==> src/core/tct_consts.vh <==
// constants for the three channel interval timer
`ifndef TCT_CONSTS_VH
`define TCT_CONSTS_VH
`define TCT_PORT_CH0 2'h0
`define TCT_PORT_CH2 2'h2
`define TCT_PORT_CTRL 2'h3
`define TCT_CMD_HI 7
`define TCT_CMD_LO 6
`define TCT_FMT_HI 5
`define TCT_FMT_LO 4
`define TCT_MODE_HI 3
`define TCT_MODE_LO 1
`define TCT_BCD_BIT 0
`define TCT_RB_NOT_LC 5
`define TCT_RB_NOT_LS 4
`define TCT_SEL_RB 2'h3
`define TCT_FMT_LATCH 2'h0
`define TCT_FMT_LOW 2'h1
`define TCT_FMT_HIGH 2'h2
`define TCT_FMT_BOTH 2'h3
`define TCT_M0 3'h0
`define TCT_M1 3'h1
`define TCT_M2 3'h2
`define TCT_M3 3'h3
`define TCT_M4 3'h4
`define TCT_M5 3'h5
`define TCT_TICK_DIV 12
`define TCT_BIN_TOP 16'hffff
`define TCT_BCD_TOP 16'h9999
`endif

==> src/core/tct_timer.v <==
// three channel interval timer with byte-wide port access
//***************************************************************
// Contract
//***************************************************************
// Contract
// - control byte: bits 7..4 command, 3..1 mode or selection, 0 format
// - format bit zero counts binary, one counts decimal; zero for read-back
// - top command bits pick counter or read-back; low bits pick access
// - mode bits 000,001,x10,x11 give modes 0,1,2,3
// - new count accepted anytime after programming without new control byte
// - latch command freezes count until read or reprogram; several allowed
// - read-back bit five zero latches count of selected counters
// - read-back bit four zero latches status; next read returns it
// - read-back bits 3,2,1 select counters 2,1,0
// - status read first, then count reads per byte format
// - status: out bit7, null bit6, format 5..4, mode 3..1, bcd bit0
// - null flag set on control or count write, cleared on load
// - counters clocked by reference oscillator divided by twelve
// - mode 0: low on control, output high N+1 ticks after write
// - mode 1: trigger starts N tick low pulse; retrigger reloads
// - mode 2: one tick low pulse every N ticks; count one illegal
// - mode 2: low gate stops and forces high; trigger reloads
// - mode 3: square wave, odd N high one tick longer
// - mode 4: count write starts; one tick low pulse N+1 after write
// - mode 5: trigger starts or restarts; expiry pulses low one tick
// - gate level sampled on tick; rising edge flag sampled then cleared
// - loaded zero acts as maximum; wraps to ffff or 9999
// - counters at ports 0..2, control byte at write-only port 3
`timescale 1ns/1ps
`include "tct_consts.vh"

module tct_timer #(
	parameter TICK_DIV = `TCT_TICK_DIV
) (
	core_clk,
	rst,
	reference_oscillator,
	port_addr,
	port_wr,
	port_rd,
	port_wdata,
	port_rdata,
	gate_input_ch0,
	gate_input_ch1,
	gate_input_ch2,
	output_ch0,
	output_ch1,
	output_ch2
);
	input wire core_clk;
	input wire rst;
	input wire reference_oscillator;
	input wire [1:0] port_addr;
	input wire port_wr;
	input wire port_rd;
	input wire [7:0] port_wdata;
	output reg [7:0] port_rdata;
	input wire gate_input_ch0;
	input wire gate_input_ch1;
	input wire gate_input_ch2;
	output wire output_ch0;
	output wire output_ch1;
	output wire output_ch2;

	//***************************************************************
	// tick divider
	//***************************************************************
	// oscillator is sampled as a level; its rising edges are divided
	reg osc_d_r;
	reg [3:0] div_r;
	reg tick_r;
	wire osc_rise = reference_oscillator & ~osc_d_r;
	always @(posedge core_clk or posedge rst) begin
		if (rst) begin
			osc_d_r <= 1'b0;
			div_r <= 4'h0;
			tick_r <= 1'b0;
		end else begin
			osc_d_r <= reference_oscillator;
			tick_r <= 1'b0;
			if (osc_rise) begin
				if (div_r == TICK_DIV - 1) begin
					div_r <= 4'h0;
					tick_r <= 1'b1;
				end else begin
					div_r <= div_r + 4'h1;
				end
			end
		end
	end

	//***************************************************************
	// decode and channels
	//***************************************************************
	wire [1:0] cmd_sel = port_wdata[`TCT_CMD_HI:`TCT_CMD_LO];
	wire is_ctrl = port_wr & (port_addr == `TCT_PORT_CTRL);
	wire is_rb = is_ctrl & (cmd_sel == `TCT_SEL_RB);
	wire [2:0] ctl_hit;
	wire [2:0] rb_hit;
	wire [2:0] wr_hit;
	wire [2:0] rd_hit;
	wire [7:0] rd_byte [0:2];
	wire [2:0] gate_in = {gate_input_ch2, gate_input_ch1, gate_input_ch0};
	wire [2:0] out_w;
	genvar g;
	generate
		for (g = 0; g < 3; g = g + 1) begin : ch
			assign ctl_hit[g] = is_ctrl & (cmd_sel == g) & ~is_rb;
			assign rb_hit[g] = is_rb & port_wdata[`TCT_MODE_LO + g];
			assign wr_hit[g] = port_wr & (port_addr == g);
			assign rd_hit[g] = port_rd & (port_addr == g);
			tct_channel u_ch (
				.core_clk(core_clk),
				.rst(rst),
				.tick(tick_r),
				.ctl_wr(ctl_hit[g]),
				.rb_wr(rb_hit[g]),
				.data_wr(wr_hit[g]),
				.data_rd(rd_hit[g]),
				.wdata(port_wdata),
				.gate(gate_in[g]),
				.rdata(rd_byte[g]),
				.out_lvl(out_w[g])
			);
		end
	endgenerate
	assign output_ch0 = out_w[0];
	assign output_ch1 = out_w[1];
	assign output_ch2 = out_w[2];

	always @(posedge core_clk or posedge rst) begin
		if (rst) begin
			port_rdata <= 8'h00;
		end else if (port_rd) begin
			if (port_addr == `TCT_PORT_CTRL)
				port_rdata <= 8'h00;
			else
				port_rdata <= rd_byte[port_addr];
		end
	end
endmodule

//***************************************************************
// one counter channel
//***************************************************************
module tct_channel (
	core_clk,
	rst,
	tick,
	ctl_wr,
	rb_wr,
	data_wr,
	data_rd,
	wdata,
	gate,
	rdata,
	out_lvl
);
	input wire core_clk;
	input wire rst;
	input wire tick;
	input wire ctl_wr;
	input wire rb_wr;
	input wire data_wr;
	input wire data_rd;
	input wire [7:0] wdata;
	input wire gate;
	output wire [7:0] rdata;
	output reg out_lvl;

	reg [2:0] mode_r;
	reg [1:0] fmt_r;
	reg bcd_r;
	reg [7:0] count_input_latch_low_r;
	reg [7:0] count_input_latch_high_r;
	reg [15:0] ce_r;
	reg [15:0] olatch_r;
	reg olatched_r;
	reg [7:0] stat_r;
	reg stat_pend_r;
	reg rd_hi_r;
	reg wr_hi_r;
	reg null_r;
	reg load_pend_r;
	reg armed_r;
	reg run_r;
	reg trig_r;
	reg gate_d_r;
	reg half_r;

	wire [15:0] cin = {count_input_latch_high_r, count_input_latch_low_r};
	wire [15:0] count_output_latch_high = olatched_r ? olatch_r : ce_r;
	wire rd_high_now = (fmt_r == `TCT_FMT_HIGH) | ((fmt_r == `TCT_FMT_BOTH) & rd_hi_r);
	assign rdata = stat_pend_r ? stat_r :
		(rd_high_now ? count_output_latch_high[15:8] : count_output_latch_high[7:0]);

	// decimal aware decrement, wraps zero to top of format
	function [15:0] dec_by;
		input [15:0] v;
		input bcd;
		input [1:0] step;
		reg [15:0] r;
		integer i;
		begin
			r = v;
			for (i = 0; i < 2; i = i + 1) begin
				if (i < step) begin
					if (!bcd) begin
						r = r - 16'h0001;
					end else if (r == 16'h0000) begin
						r = `TCT_BCD_TOP;
					end else if (r[3:0] != 4'h0) begin
						r = r - 16'h0001;
					end else if (r[7:4] != 4'h0) begin
						r = {r[15:8], r[7:4] - 4'h1, 4'h9};
					end else if (r[11:8] != 4'h0) begin
						r = {r[15:12], r[11:8] - 4'h1, 8'h99};
					end else begin
						r = {r[15:12] - 4'h1, 12'h999};
					end
				end
			end
			dec_by = r;
		end
	endfunction

	wire [2:0] mode_dec = wdata[`TCT_MODE_HI] & ~wdata[`TCT_MODE_HI - 1] ?
		{1'b1, 1'b0, wdata[`TCT_MODE_LO]} :
		(wdata[`TCT_MODE_HI - 1] ? {1'b0, 1'b1, wdata[`TCT_MODE_LO]} :
		{2'b00, wdata[`TCT_MODE_LO]});
	wire sq = (mode_r == `TCT_M3);
	wire periodic = (mode_r == `TCT_M2) | sq;
	wire [1:0] step = (sq ? 2'h2 : 2'h1);
	// odd square-wave count: drop one extra tick in the low half
	wire [15:0] sq_load = {cin[15:1], 1'b0};
	wire gate_rise = gate & ~gate_d_r;
	wire [15:0] ce_dec = dec_by(ce_r, bcd_r, step);
	wire at_one = (ce_r == 16'h0001);
	wire at_two = (ce_r == 16'h0002);
	wire sq_end = sq & (at_two | (ce_r == 16'h0000 & cin[0] == 1'b0 & 1'b0));
	wire write_done = data_wr & ((fmt_r != `TCT_FMT_BOTH) | wr_hi_r);

	always @(posedge core_clk or posedge rst) begin
		if (rst) begin
			mode_r <= `TCT_M0;
			fmt_r <= `TCT_FMT_LOW;
			bcd_r <= 1'b0;
			count_input_latch_low_r <= 8'h00;
			count_input_latch_high_r <= 8'h00;
			ce_r <= 16'h0000;
			olatch_r <= 16'h0000;
			olatched_r <= 1'b0;
			stat_r <= 8'h00;
			stat_pend_r <= 1'b0;
			rd_hi_r <= 1'b0;
			wr_hi_r <= 1'b0;
			null_r <= 1'b1;
			load_pend_r <= 1'b0;
			armed_r <= 1'b0;
			run_r <= 1'b0;
			trig_r <= 1'b0;
			gate_d_r <= 1'b0;
			half_r <= 1'b0;
			out_lvl <= 1'b0;
		end else begin
			gate_d_r <= gate;
			if (gate_rise)
				trig_r <= 1'b1;
			// ---- port side ----
			if (ctl_wr && wdata[`TCT_FMT_HI:`TCT_FMT_LO] == `TCT_FMT_LATCH) begin
				if (!olatched_r) begin
					olatched_r <= 1'b1;
					olatch_r <= ce_r;
				end
			end else if (ctl_wr) begin
				fmt_r <= wdata[`TCT_FMT_HI:`TCT_FMT_LO];
				mode_r <= mode_dec;
				bcd_r <= wdata[`TCT_BCD_BIT];
				null_r <= 1'b1;
				olatched_r <= 1'b0;
				stat_pend_r <= 1'b0;
				rd_hi_r <= 1'b0;
				wr_hi_r <= 1'b0;
				load_pend_r <= 1'b0;
				armed_r <= 1'b0;
				run_r <= 1'b0;
				half_r <= 1'b0;
				out_lvl <= (mode_dec != `TCT_M0);
			end
			if (rb_wr) begin
				if (!wdata[`TCT_RB_NOT_LC] && !olatched_r) begin
					olatched_r <= 1'b1;
					olatch_r <= ce_r;
				end
				if (!wdata[`TCT_RB_NOT_LS] && !stat_pend_r) begin
					stat_pend_r <= 1'b1;
					stat_r <= {out_lvl, null_r, fmt_r, mode_r, bcd_r};
				end
			end
			if (data_rd) begin
				if (stat_pend_r) begin
					stat_pend_r <= 1'b0;
				end else if (fmt_r == `TCT_FMT_BOTH && !rd_hi_r) begin
					rd_hi_r <= 1'b1;
				end else begin
					rd_hi_r <= 1'b0;
					olatched_r <= 1'b0;
				end
			end
			if (data_wr) begin
				null_r <= 1'b1;
				if (fmt_r == `TCT_FMT_HIGH || (fmt_r == `TCT_FMT_BOTH && wr_hi_r))
					count_input_latch_high_r <= wdata;
				else
					count_input_latch_low_r <= wdata;
				if (fmt_r == `TCT_FMT_LOW)
					count_input_latch_high_r <= 8'h00;
				if (fmt_r == `TCT_FMT_HIGH)
					count_input_latch_low_r <= 8'h00;
				wr_hi_r <= (fmt_r == `TCT_FMT_BOTH) & ~wr_hi_r;
				if (fmt_r == `TCT_FMT_BOTH && !wr_hi_r && mode_r == `TCT_M0)
					out_lvl <= 1'b0;
			end
			if (write_done) begin
				armed_r <= 1'b1;
				if (mode_r == `TCT_M0 || mode_r == `TCT_M4 || !run_r)
					load_pend_r <= 1'b1;
				if (mode_r == `TCT_M0)
					out_lvl <= 1'b0;
			end
			if (periodic && !gate)
				out_lvl <= 1'b1;
			// ---- tick side ----
			if (tick && !data_wr && !ctl_wr) begin
				trig_r <= gate_rise;
				if ((mode_r == `TCT_M1 || mode_r == `TCT_M5) && trig_r && armed_r) begin
					ce_r <= cin;
					null_r <= 1'b0;
					run_r <= 1'b1;
					load_pend_r <= 1'b0;
					if (mode_r == `TCT_M1)
						out_lvl <= 1'b0;
				end else if (periodic && trig_r && armed_r) begin
					ce_r <= sq ? sq_load : cin;
					null_r <= 1'b0;
					run_r <= 1'b1;
					half_r <= 1'b0;
					load_pend_r <= 1'b0;
				end else if (load_pend_r) begin
					ce_r <= sq ? sq_load : cin;
					null_r <= 1'b0;
					load_pend_r <= 1'b0;
					run_r <= 1'b1;
					half_r <= 1'b0;
				end else if (run_r) begin
					case (mode_r)
						`TCT_M0: begin
							if (gate) begin
								ce_r <= ce_dec;
								if (at_one)
									out_lvl <= 1'b1;
							end
						end
						`TCT_M1: begin
							ce_r <= ce_dec;
							if (at_one) begin
								out_lvl <= 1'b1;
								run_r <= 1'b0;
							end
						end
						`TCT_M2: begin
							if (gate) begin
								if (at_one) begin
									out_lvl <= 1'b1;
									ce_r <= cin;
									null_r <= 1'b0;
								end else begin
									ce_r <= ce_dec;
									out_lvl <= ~(ce_r == 16'h0002);
								end
							end
						end
						`TCT_M3: begin
							if (gate) begin
								if (at_two || sq_end) begin
									half_r <= ~half_r;
									out_lvl <= half_r;
									null_r <= 1'b0;
									// high half holds one extra tick for odd count
									ce_r <= (!half_r && cin[0]) ? cin - 16'h0001 :
										(half_r && cin[0]) ? cin + 16'h0001 : sq_load;
								end else begin
									ce_r <= ce_dec;
								end
							end
						end
						`TCT_M4, `TCT_M5: begin
							if (gate) begin
								ce_r <= ce_dec;
								if (at_one)
									out_lvl <= 1'b0;
							end
							if (!out_lvl) begin
								out_lvl <= 1'b1;
								run_r <= 1'b0;
							end
						end
						default: begin
							ce_r <= ce_dec;
						end
					endcase
				end
			end
		end
	end
endmodule

==> config.mk <==
export PLATFORM = sky130hd
export DESIGN_NAME = tct_timer
export DESIGN_NICKNAME = d
export VERILOG_FILES = /design/src/core/tct_timer.v
export VERILOG_INCLUDE_DIRS = /design/src /design/src/core
export SDC_FILE = /design/constraint.sdc
export NUM_CORES = 1
export LEC_CHECK = 0
export CELL_PAD_IN_SITES_DETAIL_PLACEMENT = 1
export CELL_PAD_IN_SITES_GLOBAL_PLACEMENT = 1
export CORE_UTILIZATION = 54
export CTS_CLUSTER_DIAMETER = 150
export CTS_CLUSTER_SIZE = 12
export DETAILED_ROUTE_END_ITERATION = 16
export DONT_BUFFER_PORTS = 1
export PLACE_DENSITY_LB_ADDON = 0.15
export SKIP_CTS_REPAIR_TIMING = 1
export SLEW_MARGIN = 20
export SYNTH_ARGS = -nofsm -noshare
export SYNTH_HDL_FRONTEND = slang
export SYNTH_SLANG_ARGS = --single-unit
==> constraint.sdc <==
create_clock -name core_clk -period 22.4 [get_ports core_clk]
set_clock_uncertainty 0.2 [all_clocks]
set_input_delay 1.12 -clock core_clk [delete_from_list [all_inputs] [get_ports core_clk]]
set_output_delay 1.12 -clock core_clk [all_outputs]
set_load 0.05 [all_outputs]
==> results.py, run 1 <==
metrics = {
    "worst_hold_path": {
        "min_path_type": "register to register",
    },
    "critical_path": {
        "cpPeakStageDelay_ps": 870,
        "path_delay_family": "simple AND/OR/NAND/NOR gates",
        "crit_path_start_kind": "register",
        "critPathLaunch": "ch[0].u_ch.ce_r[0]",
        "r2r_start": "ch[0].u_ch.ce_r[0]",
        "end_kind": "register",
        "worst_path_max_delay_cell": "nor4bb_1",
        "cp-endpoint": "ch[0].u_ch.ce_r[8]",
        "required_ps": 22590,
        "critPathKind": "register to register",
        "ff2ff_path_depth": 14,
        "worstPathMaxFanout": 14,
        "cp.arrival_ps": 4490,
        "regToRegEndpoint": "ch[0].u_ch.ce_r[8]",
        "cp.depth": 14,
        "crit_chain": "inv_1 > ha_1 > nor4bb_1 > nor2_1 > ha_1 > nand2_1 > a2111oi_2 > buf_4 > a21oi_1 > nor4b_1 > o21ai_0 > a22oi_1 > a21oi_1 > o21ai_0",
        "rrSetupSlack_ps": 18100,
        "crit_buf_inv": 2,
    },
    "synth": {
        "avgSynthCellArea_um2": 8.61,
        "synth_edf_count": 0,
        "synth_area_leaders": "dfrtp_1 33%, mux2_2 5.8%, nand2_1 4.8%, o21ai_0 4.3%, a21oi_1 3.4%",
        "synthesis.area_um2": 17500,
        "synth_seq_cells": 236,
        "yosys_most_used_dff": "dfrtp_1",
        "synthesis.yosys.warnings": 0,
        "ys_types": 97,
        "synthesis.nets": 2080,
        "synthCells": 2028,
        "yosysSeqAreaShare_pct": 33.9,
        "yosysTopAreaCellShare_pct": 33.0,
        "yosysTopAreaCell": "dfrtp_1",
        "async_flop_share_pct": 100,
    },
    "layout": {
        "layout_common_cells": "230 x dfrtp_1, 221 x nand2_1, 149 x o21ai_0, 137 x nor2_1, 117 x a21oi_1",
        "num-nets-final": 1976,
        "syn2layout_area_growth_pct": 4.41,
        "final_common_cell": "dfrtp_1",
        "nFillCells": 3671,
        "utilization_pct": 57.6,
        "drive_gt1_share_pct": 11.4,
        "diodes": 0,
    },
    "floorplanning": {
        "rows": 65,
        "die-area_um2": 33000,
        "ios": 29,
        "die_x_um": 182,
        "core_area_um2": 31600,
        "die_h_um": 182,
        "initial_core_util_pct": 55.2,
    },
    "drt": {
        "wl_um": 63600,
        "remaining_drc_errors": 0,
        "initialDrtViolationCount": 1652,
        "drt-wirelength-per-cell_um": 27.2,
        "vias": 16800,
        "avgViaCountPerCell": 7.17,
        "drtAntennaViolNets": 0,
        "firstDrtPassIters": 6,
    },
    "pwr": {
        "power_per_cell_area_nw_per_um2": 136,
        "irDropWorstVdd_mv": 0.0786,
        "p_leak_nw": 7.33,
        "power_mw": 2.48,
    },
    "cts": {
        "clkTransAtPathRegs_ps": 60,
        "clock_latency_ps": 540,
        "cts-root-buf": "clkbuf_16",
        "clock_tree.buffer_depth": 3,
        "cts.sinks": 236,
        "htreeDepth": 1,
        "cts_tree": "yes",
        "numCtsBuffers": 23,
    },
    "grt": {
        "grt-ovfl-total": 0,
        "grt_first_pass_wirelength_um": 100000,
        "grt_pass1_vias": 16900,
        "grt_util_all_layers_pct": 38.9,
        "grt_max_degree": 119,
        "grt_antenna_before_repair": 1,
    },
    "sta": {
        "rsz0062_at_grt": "no",
        "drv_slew": 0,
        "worst_pin_slew_ps": 1010,
        "finalCritPeriodShare_pct": 19.2,
        "worst_slack_ps": 18100,
        "timing.hold.ws_ps": 225,
        "final.min_clock_period_ps": 4300,
        "hold_violations": 0,
        "max_slew_margin_pct": 32.4,
        "setup-tns-final_ps": 0,
        "timing.fmax_mhz": 233,
        "setup_viol": 0,
    },
    "placement": {
        "gp_congestion": 0.990,
        "dp_hpwl_um": 46400,
        "io_buffer_count": 0,
        "pre_cts_slack_ps": 18110,
    },
    "job": {
        "drv_cap": 0,
    },
    "run_status": {
        "status": "complete, no violations",
    },
}
[cell type report]
type | instances | area, um2 | share of cell area [%]
Tap cell | 402 | 503 | 2.76
Sequential cell | 236 | 5910 | 32.5
Multi-Input combinational cell | 1585 | 10800 | 59.0
Inverter | 58 | 225 | 1.24
Clock inverter | 2 | 38.8 | 0.213
Timing Repair Buffer | 20 | 150 | 0.824
Clock buffer | 38 | 632 | 3.47
[cells in the mapped netlist (9+ instances only)]
cell type and count:
or3_1 18, o21ai_0 149, ha_1 34, nor2b_1 16
a22oi_1 21, or2_2 17, and2_1 24, o221ai_1 17
o21ai_1 18, nand3_1 72, a31o_2 9, inv_1 58
xnor2_1 38, a22o_1 34, nor3_1 51, clkbuf_1 133
nor3b_1 11, mux2i_1 44, mux4_2 23, xor2_1 30
nor2_1 137, nand2b_1 23, nand4_1 24, a21o_1 14
dfrtp_1 230, and3_1 17, a31oi_1 26, o22ai_1 19
a21oi_1 118, nand2_1 221, o31ai_1 22, or4_1 13
and4_1 13, o211ai_1 13, mux2_2 90, nor4_1 21
a211oi_1 24
[cell families after synthesis]
logic type	count (synthesis)	share of synthesized area, %
adders and majority gates	34	2.44
DFF	236	33.9
AOI/OAI and AO/OA	596	22.8
xor gates and xnor gates	68	3.41
muxes	158	11.4
and+or+nand+nor	729	21.5
buffers and inverters	207	4.60
[report_power, final]
| group | switching, mW | total (mW) | leakage, nW | internal [mW] |
|---|---|---|---|---|
| Clock | 0.176 | 0.380 | 0.320 | 0.204 |
| Sequential | 0.271 | 0.808 | 3.02 | 0.537 |
| Combinational | 0.811 | 1.29 | 4.00 | 0.480 |
| Total | 1.26 | 2.48 | 7.33 | 1.22 |
[routing by layer]
| metal | part of all wire [%] | track usage [%] | vias to the layer above |
|---|---|---|---|
| met4 | 2.7 | 11.5 | 2 |
| li1 | - | - | 7338 |
| met3 | 8.9 | 6.96 | 130 |
| met1 | 43 | 54.7 | 8541 |
| met2 | 45 | 61.2 | 769 |
| met5 | 0.020 | 0 | - |
[flip-flops by register name (all words and copies together), names as in the netlist, 3 cells and up]
| name | flops |
|---|---|
| port_rdata | 8 |
| ch.u_ch.olatched_r | 3 |
| ch.u_ch.null_r | 3 |
| ch.u_ch.olatch_r | 48 |
| ch.u_ch.trig_r | 3 |
| ch.u_ch.bcd_r | 3 |
| ch.u_ch.half_r | 3 |
| div_r | 4 |
| ch.u_ch.load_pend_r | 3 |
| ch.u_ch.armed_r | 3 |
| ch.u_ch.ce_r | 48 |
| ch.u_ch.stat_r | 24 |
| ch.u_ch.stat_pend_r | 3 |
| ch.u_ch.count_input_latch_high_r | 24 |
| ch.u_ch.mode_r | 9 |
| ch.u_ch.run_r | 3 |
| ch.u_ch.fmt_r | 6 |
| ch.u_ch.gate_d_r | 3 |
| ch.u_ch.rd_hi_r | 3 |
| ch.u_ch.out_lvl | 3 |
| ch.u_ch.count_input_latch_low_r | 24 |
| ch.u_ch.wr_hi_r | 3 |
[per-stage QoR]
step	std cells	cell area, um2
2_1_floorplan	2028	17500
3_3_place_gp	2301	17500
3_5_place_dp	2301	17500
4_1_cts	2341	18200
5_1_grt	2341	18200
6_report	2341	18200
[worst min-delay path by stage]
| stage | end | slack [ps] | depth (start not counted) | startpoint |
|---|---|---|---|---|
| after CTS | ch[1].u_ch.trig_r | 230 | 1 | ch[1].u_ch.gate_d_r |
| final | ch[1].u_ch.trig_r | 230 | 1 | ch[1].u_ch.gate_d_r |
| after floorplan | ch[0].u_ch.trig_r | 200 | 1 | ch[0].u_ch.gate_d_r |
| after global routing | ch[1].u_ch.trig_r | 260 | 1 | ch[1].u_ch.gate_d_r |
| after detailed placement | ch[2].u_ch.trig_r | 220 | 1 | ch[2].u_ch.gate_d_r |
| after global placement | ch[1].u_ch.trig_r | 210 | 1 | ch[1].u_ch.gate_d_r |
(Power assumes the default switching activity.)
==> run 2, diff against run 1 <==
--- a/config.mk
+++ b/config.mk
@@ -8,7 +8,7 @@
 export LEC_CHECK = 0
 export CELL_PAD_IN_SITES_DETAIL_PLACEMENT = 1
 export CELL_PAD_IN_SITES_GLOBAL_PLACEMENT = 1
-export CORE_UTILIZATION = 54
+export CORE_UTILIZATION = 50
 export CTS_CLUSTER_DIAMETER = 150
 export CTS_CLUSTER_SIZE = 12
 export DETAILED_ROUTE_END_ITERATION = 16
==> constraint.sdc (replaced) <==
create_clock -name core_clk -period 4.1 [get_ports core_clk]
set_clock_uncertainty 0.2 [all_clocks]
set_input_delay 0.205 -clock core_clk [delete_from_list [all_inputs] [get_ports core_clk]]
set_output_delay 0.205 -clock core_clk [all_outputs]
set_load 0.05 [all_outputs]
==> run 2 against run 1 <==
The run now ends with negative hold slack left. Sequential share of layout area decreased by 1.3 points. Maximum frequency grew 11%. Cell count grew 5.9%. Power grew to 5.6 times the previous value. Non-clock buffer count is 80 higher. First-iteration DRC count shrank 7.9%. Die area grew 7.9%. Hold slack worse by 280 ps. Combinational power grew to 5.9 times the previous value. Largest cell class unchanged.
==> results.py, run 2 (synthesis results as in run 1) <==
metrics = {
    "run_status": {
        "status": "finished with violations",
        "violations": "negative hold slack",
    },
    "cts": {
        "cts.sinks": 236,
        "cts_tree": "yes",
        "numCtsBuffers": 23,
        "clkTransAtPathRegs_ps": 70,
        "cts-root-buf": "clkbuf_16",
        "clock_tree.buffer_depth": 3,
        "htreeDepth": 1,
        "clock_latency_ps": 550,
    },
    "layout": {
        "utilization_pct": 55.0,
        "reg_top3": "ch.u_ch.ce_r (48), ch.u_ch.olatch_r (48)",
        "syn2layout_area_growth_pct": 8.65,
        "layout_common_cells": "230 x dfrtp_1, 221 x nand2_1, 149 x o21ai_0, 137 x nor2_1, 118 x a21oi_1",
        "drive_gt1_share_pct": 14.0,
        "final_common_cell": "dfrtp_1",
        "num-nets-final": 2056,
    },
    "critical_path": {
        "crit_chain": "inv_1 > ha_1 > nor4bb_1 > and4_1 > nor3_2 > inv_1 > ha_1 > and4_1 > o21ai_0 > o21ai_0 > o211ai_1 > a221o_1",
        "cpPeakStageDelay_ps": 610,
        "crit_path_start_kind": "register",
        "cp.arrival_ps": 4100,
        "critPathKind": "register to register",
        "rrSetupSlack_ps": 240,
        "required_ps": 4340,
        "end_kind": "register",
        "worst_path_max_delay_cell": "nor4bb_1",
        "path_delay_family": "simple AND/OR/NAND/NOR gates",
        "crit_buf_inv": 2,
        "worstPathMaxFanout": 11,
    },
    "placement": {
        "gp_congestion": 1.02,
        "io_buffer_count": 0,
        "dp_hpwl_um": 47600,
    },
    "pwr": {
        "power_per_cell_area_nw_per_um2": 735,
        "irDropWorstVdd_mv": 0.479,
        "p_leak_nw": 7.72,
    },
    "floorplanning": {
        "die-area_um2": 35700,
        "rows": 68,
        "ios": 29,
        "core_area_um2": 34500,
        "initial_core_util_pct": 50.6,
        "die_x_um": 189,
        "die_h_um": 189,
    },
    "drt": {
        "vias": 17100,
        "wl_um": 65400,
        "firstDrtPassIters": 5,
        "initialDrtViolationCount": 1521,
        "drt-wirelength-per-cell_um": 26.4,
        "avgViaCountPerCell": 6.91,
        "drtAntennaViolNets": 0,
        "remaining_drc_errors": 0,
    },
    "sta": {
        "timing.hold.ws_ps": -56.9,
        "hold_violations": 8,
        "worst_pin_slew_ps": 1060,
        "setup-tns-final_ps": 0,
        "drv_slew": 0,
        "timing.fmax_mhz": 259,
        "setup_viol": 0,
        "finalCritPeriodShare_pct": 94.2,
        "max_slew_margin_pct": 29.5,
        "final.min_clock_period_ps": 3860,
        "rsz0062_at_grt": "no",
    },
    "job": {
        "drv_cap": 0,
    },
    "grt": {
        "grt_max_degree": 170,
        "grt_first_pass_wirelength_um": 102000,
        "grt_util_all_layers_pct": 36.3,
        "grt_pass1_vias": 17100,
        "grt_antenna_before_repair": 5,
        "grt-ovfl-total": 0,
    },
    "worst_hold_path": {
        "min_path_type": "input pin to register",
    },
}
==> run 2: cell types whose count changed in the layout (fill, tap and decap cells not counted), moves of 2 or more <==
cell,previous run,this run
o21ai_1,16,18
o21ai_2,2,0
clkbuf_1,15,13
diode_2,0,7
dlygate4sd3_1,0,19
buf_4,20,80
==> run 2: worst paths after layout <==
path                       cells past startpoint           startpoint                endpoint
setup / recovery                              12   ch[1].u_ch.ce_r[1]     ch[1].u_ch.ce_r[14]
hold / removal                                 5       gate_input_ch2      ch[2].u_ch.out_lvl
setup reg to reg                              12   ch[1].u_ch.ce_r[1]     ch[1].u_ch.ce_r[14]
hold reg to reg                                1  ch[1].u_ch.gate_d_r       ch[1].u_ch.trig_r
max in group asynchronous                      3                  rst  ch[2].u_ch.olatch_r[5]
min in group asynchronous                      3                  rst     ch[1].u_ch.ce_r[15]
==> run 2: tightest hold or removal path, stage by stage <==
cell	delay (ps)
nand2_1	30
o31ai_1	70
a221o_1	160
a21oi_1	40
o22ai_1	130
==> run 2: layout make-up <==
cell class	instances	area, um2
clock inverters	2	50.0
well taps	455	569
multi-input cells	1585	10800
repair buffers	100	811
diodes	7	17.5
clock buffers	36	624
fillers	4073	15500
flip-flops and latches	236	5910
inverters	58	221
==> run 2: layer usage <==
metal | track usage, % | wire length [um]
met1 | 51.0 | 28400
met2 | 57.0 | 29700
met3 | 4.86 | 4620
met4 | 13.2 | 2700
met5 | 0 | 13
==> run 2: through the flow <==
step                setup WS [ps]  std cells  cell area (um2)  power (mW)
floorplan                     360       2028            17500        8.99
global placement              485       2415            18100        11.2
detailed placement            326       2415            18100        11.5
CTS                           296       2453            18700        13.6
global route                 32.1       2472            18900        14.7
finish                        237       2479            19000        13.9
==> run 2: where the power goes <==
group / switching [mW] / leakage (nW) / internal, mW
clock network: 0.970 / 0.323 / 1.11
registers: 1.29 / 3.02 / 2.94
logic: 4.69 / 4.38 / 2.94
total: 6.95 / 7.72 / 6.99
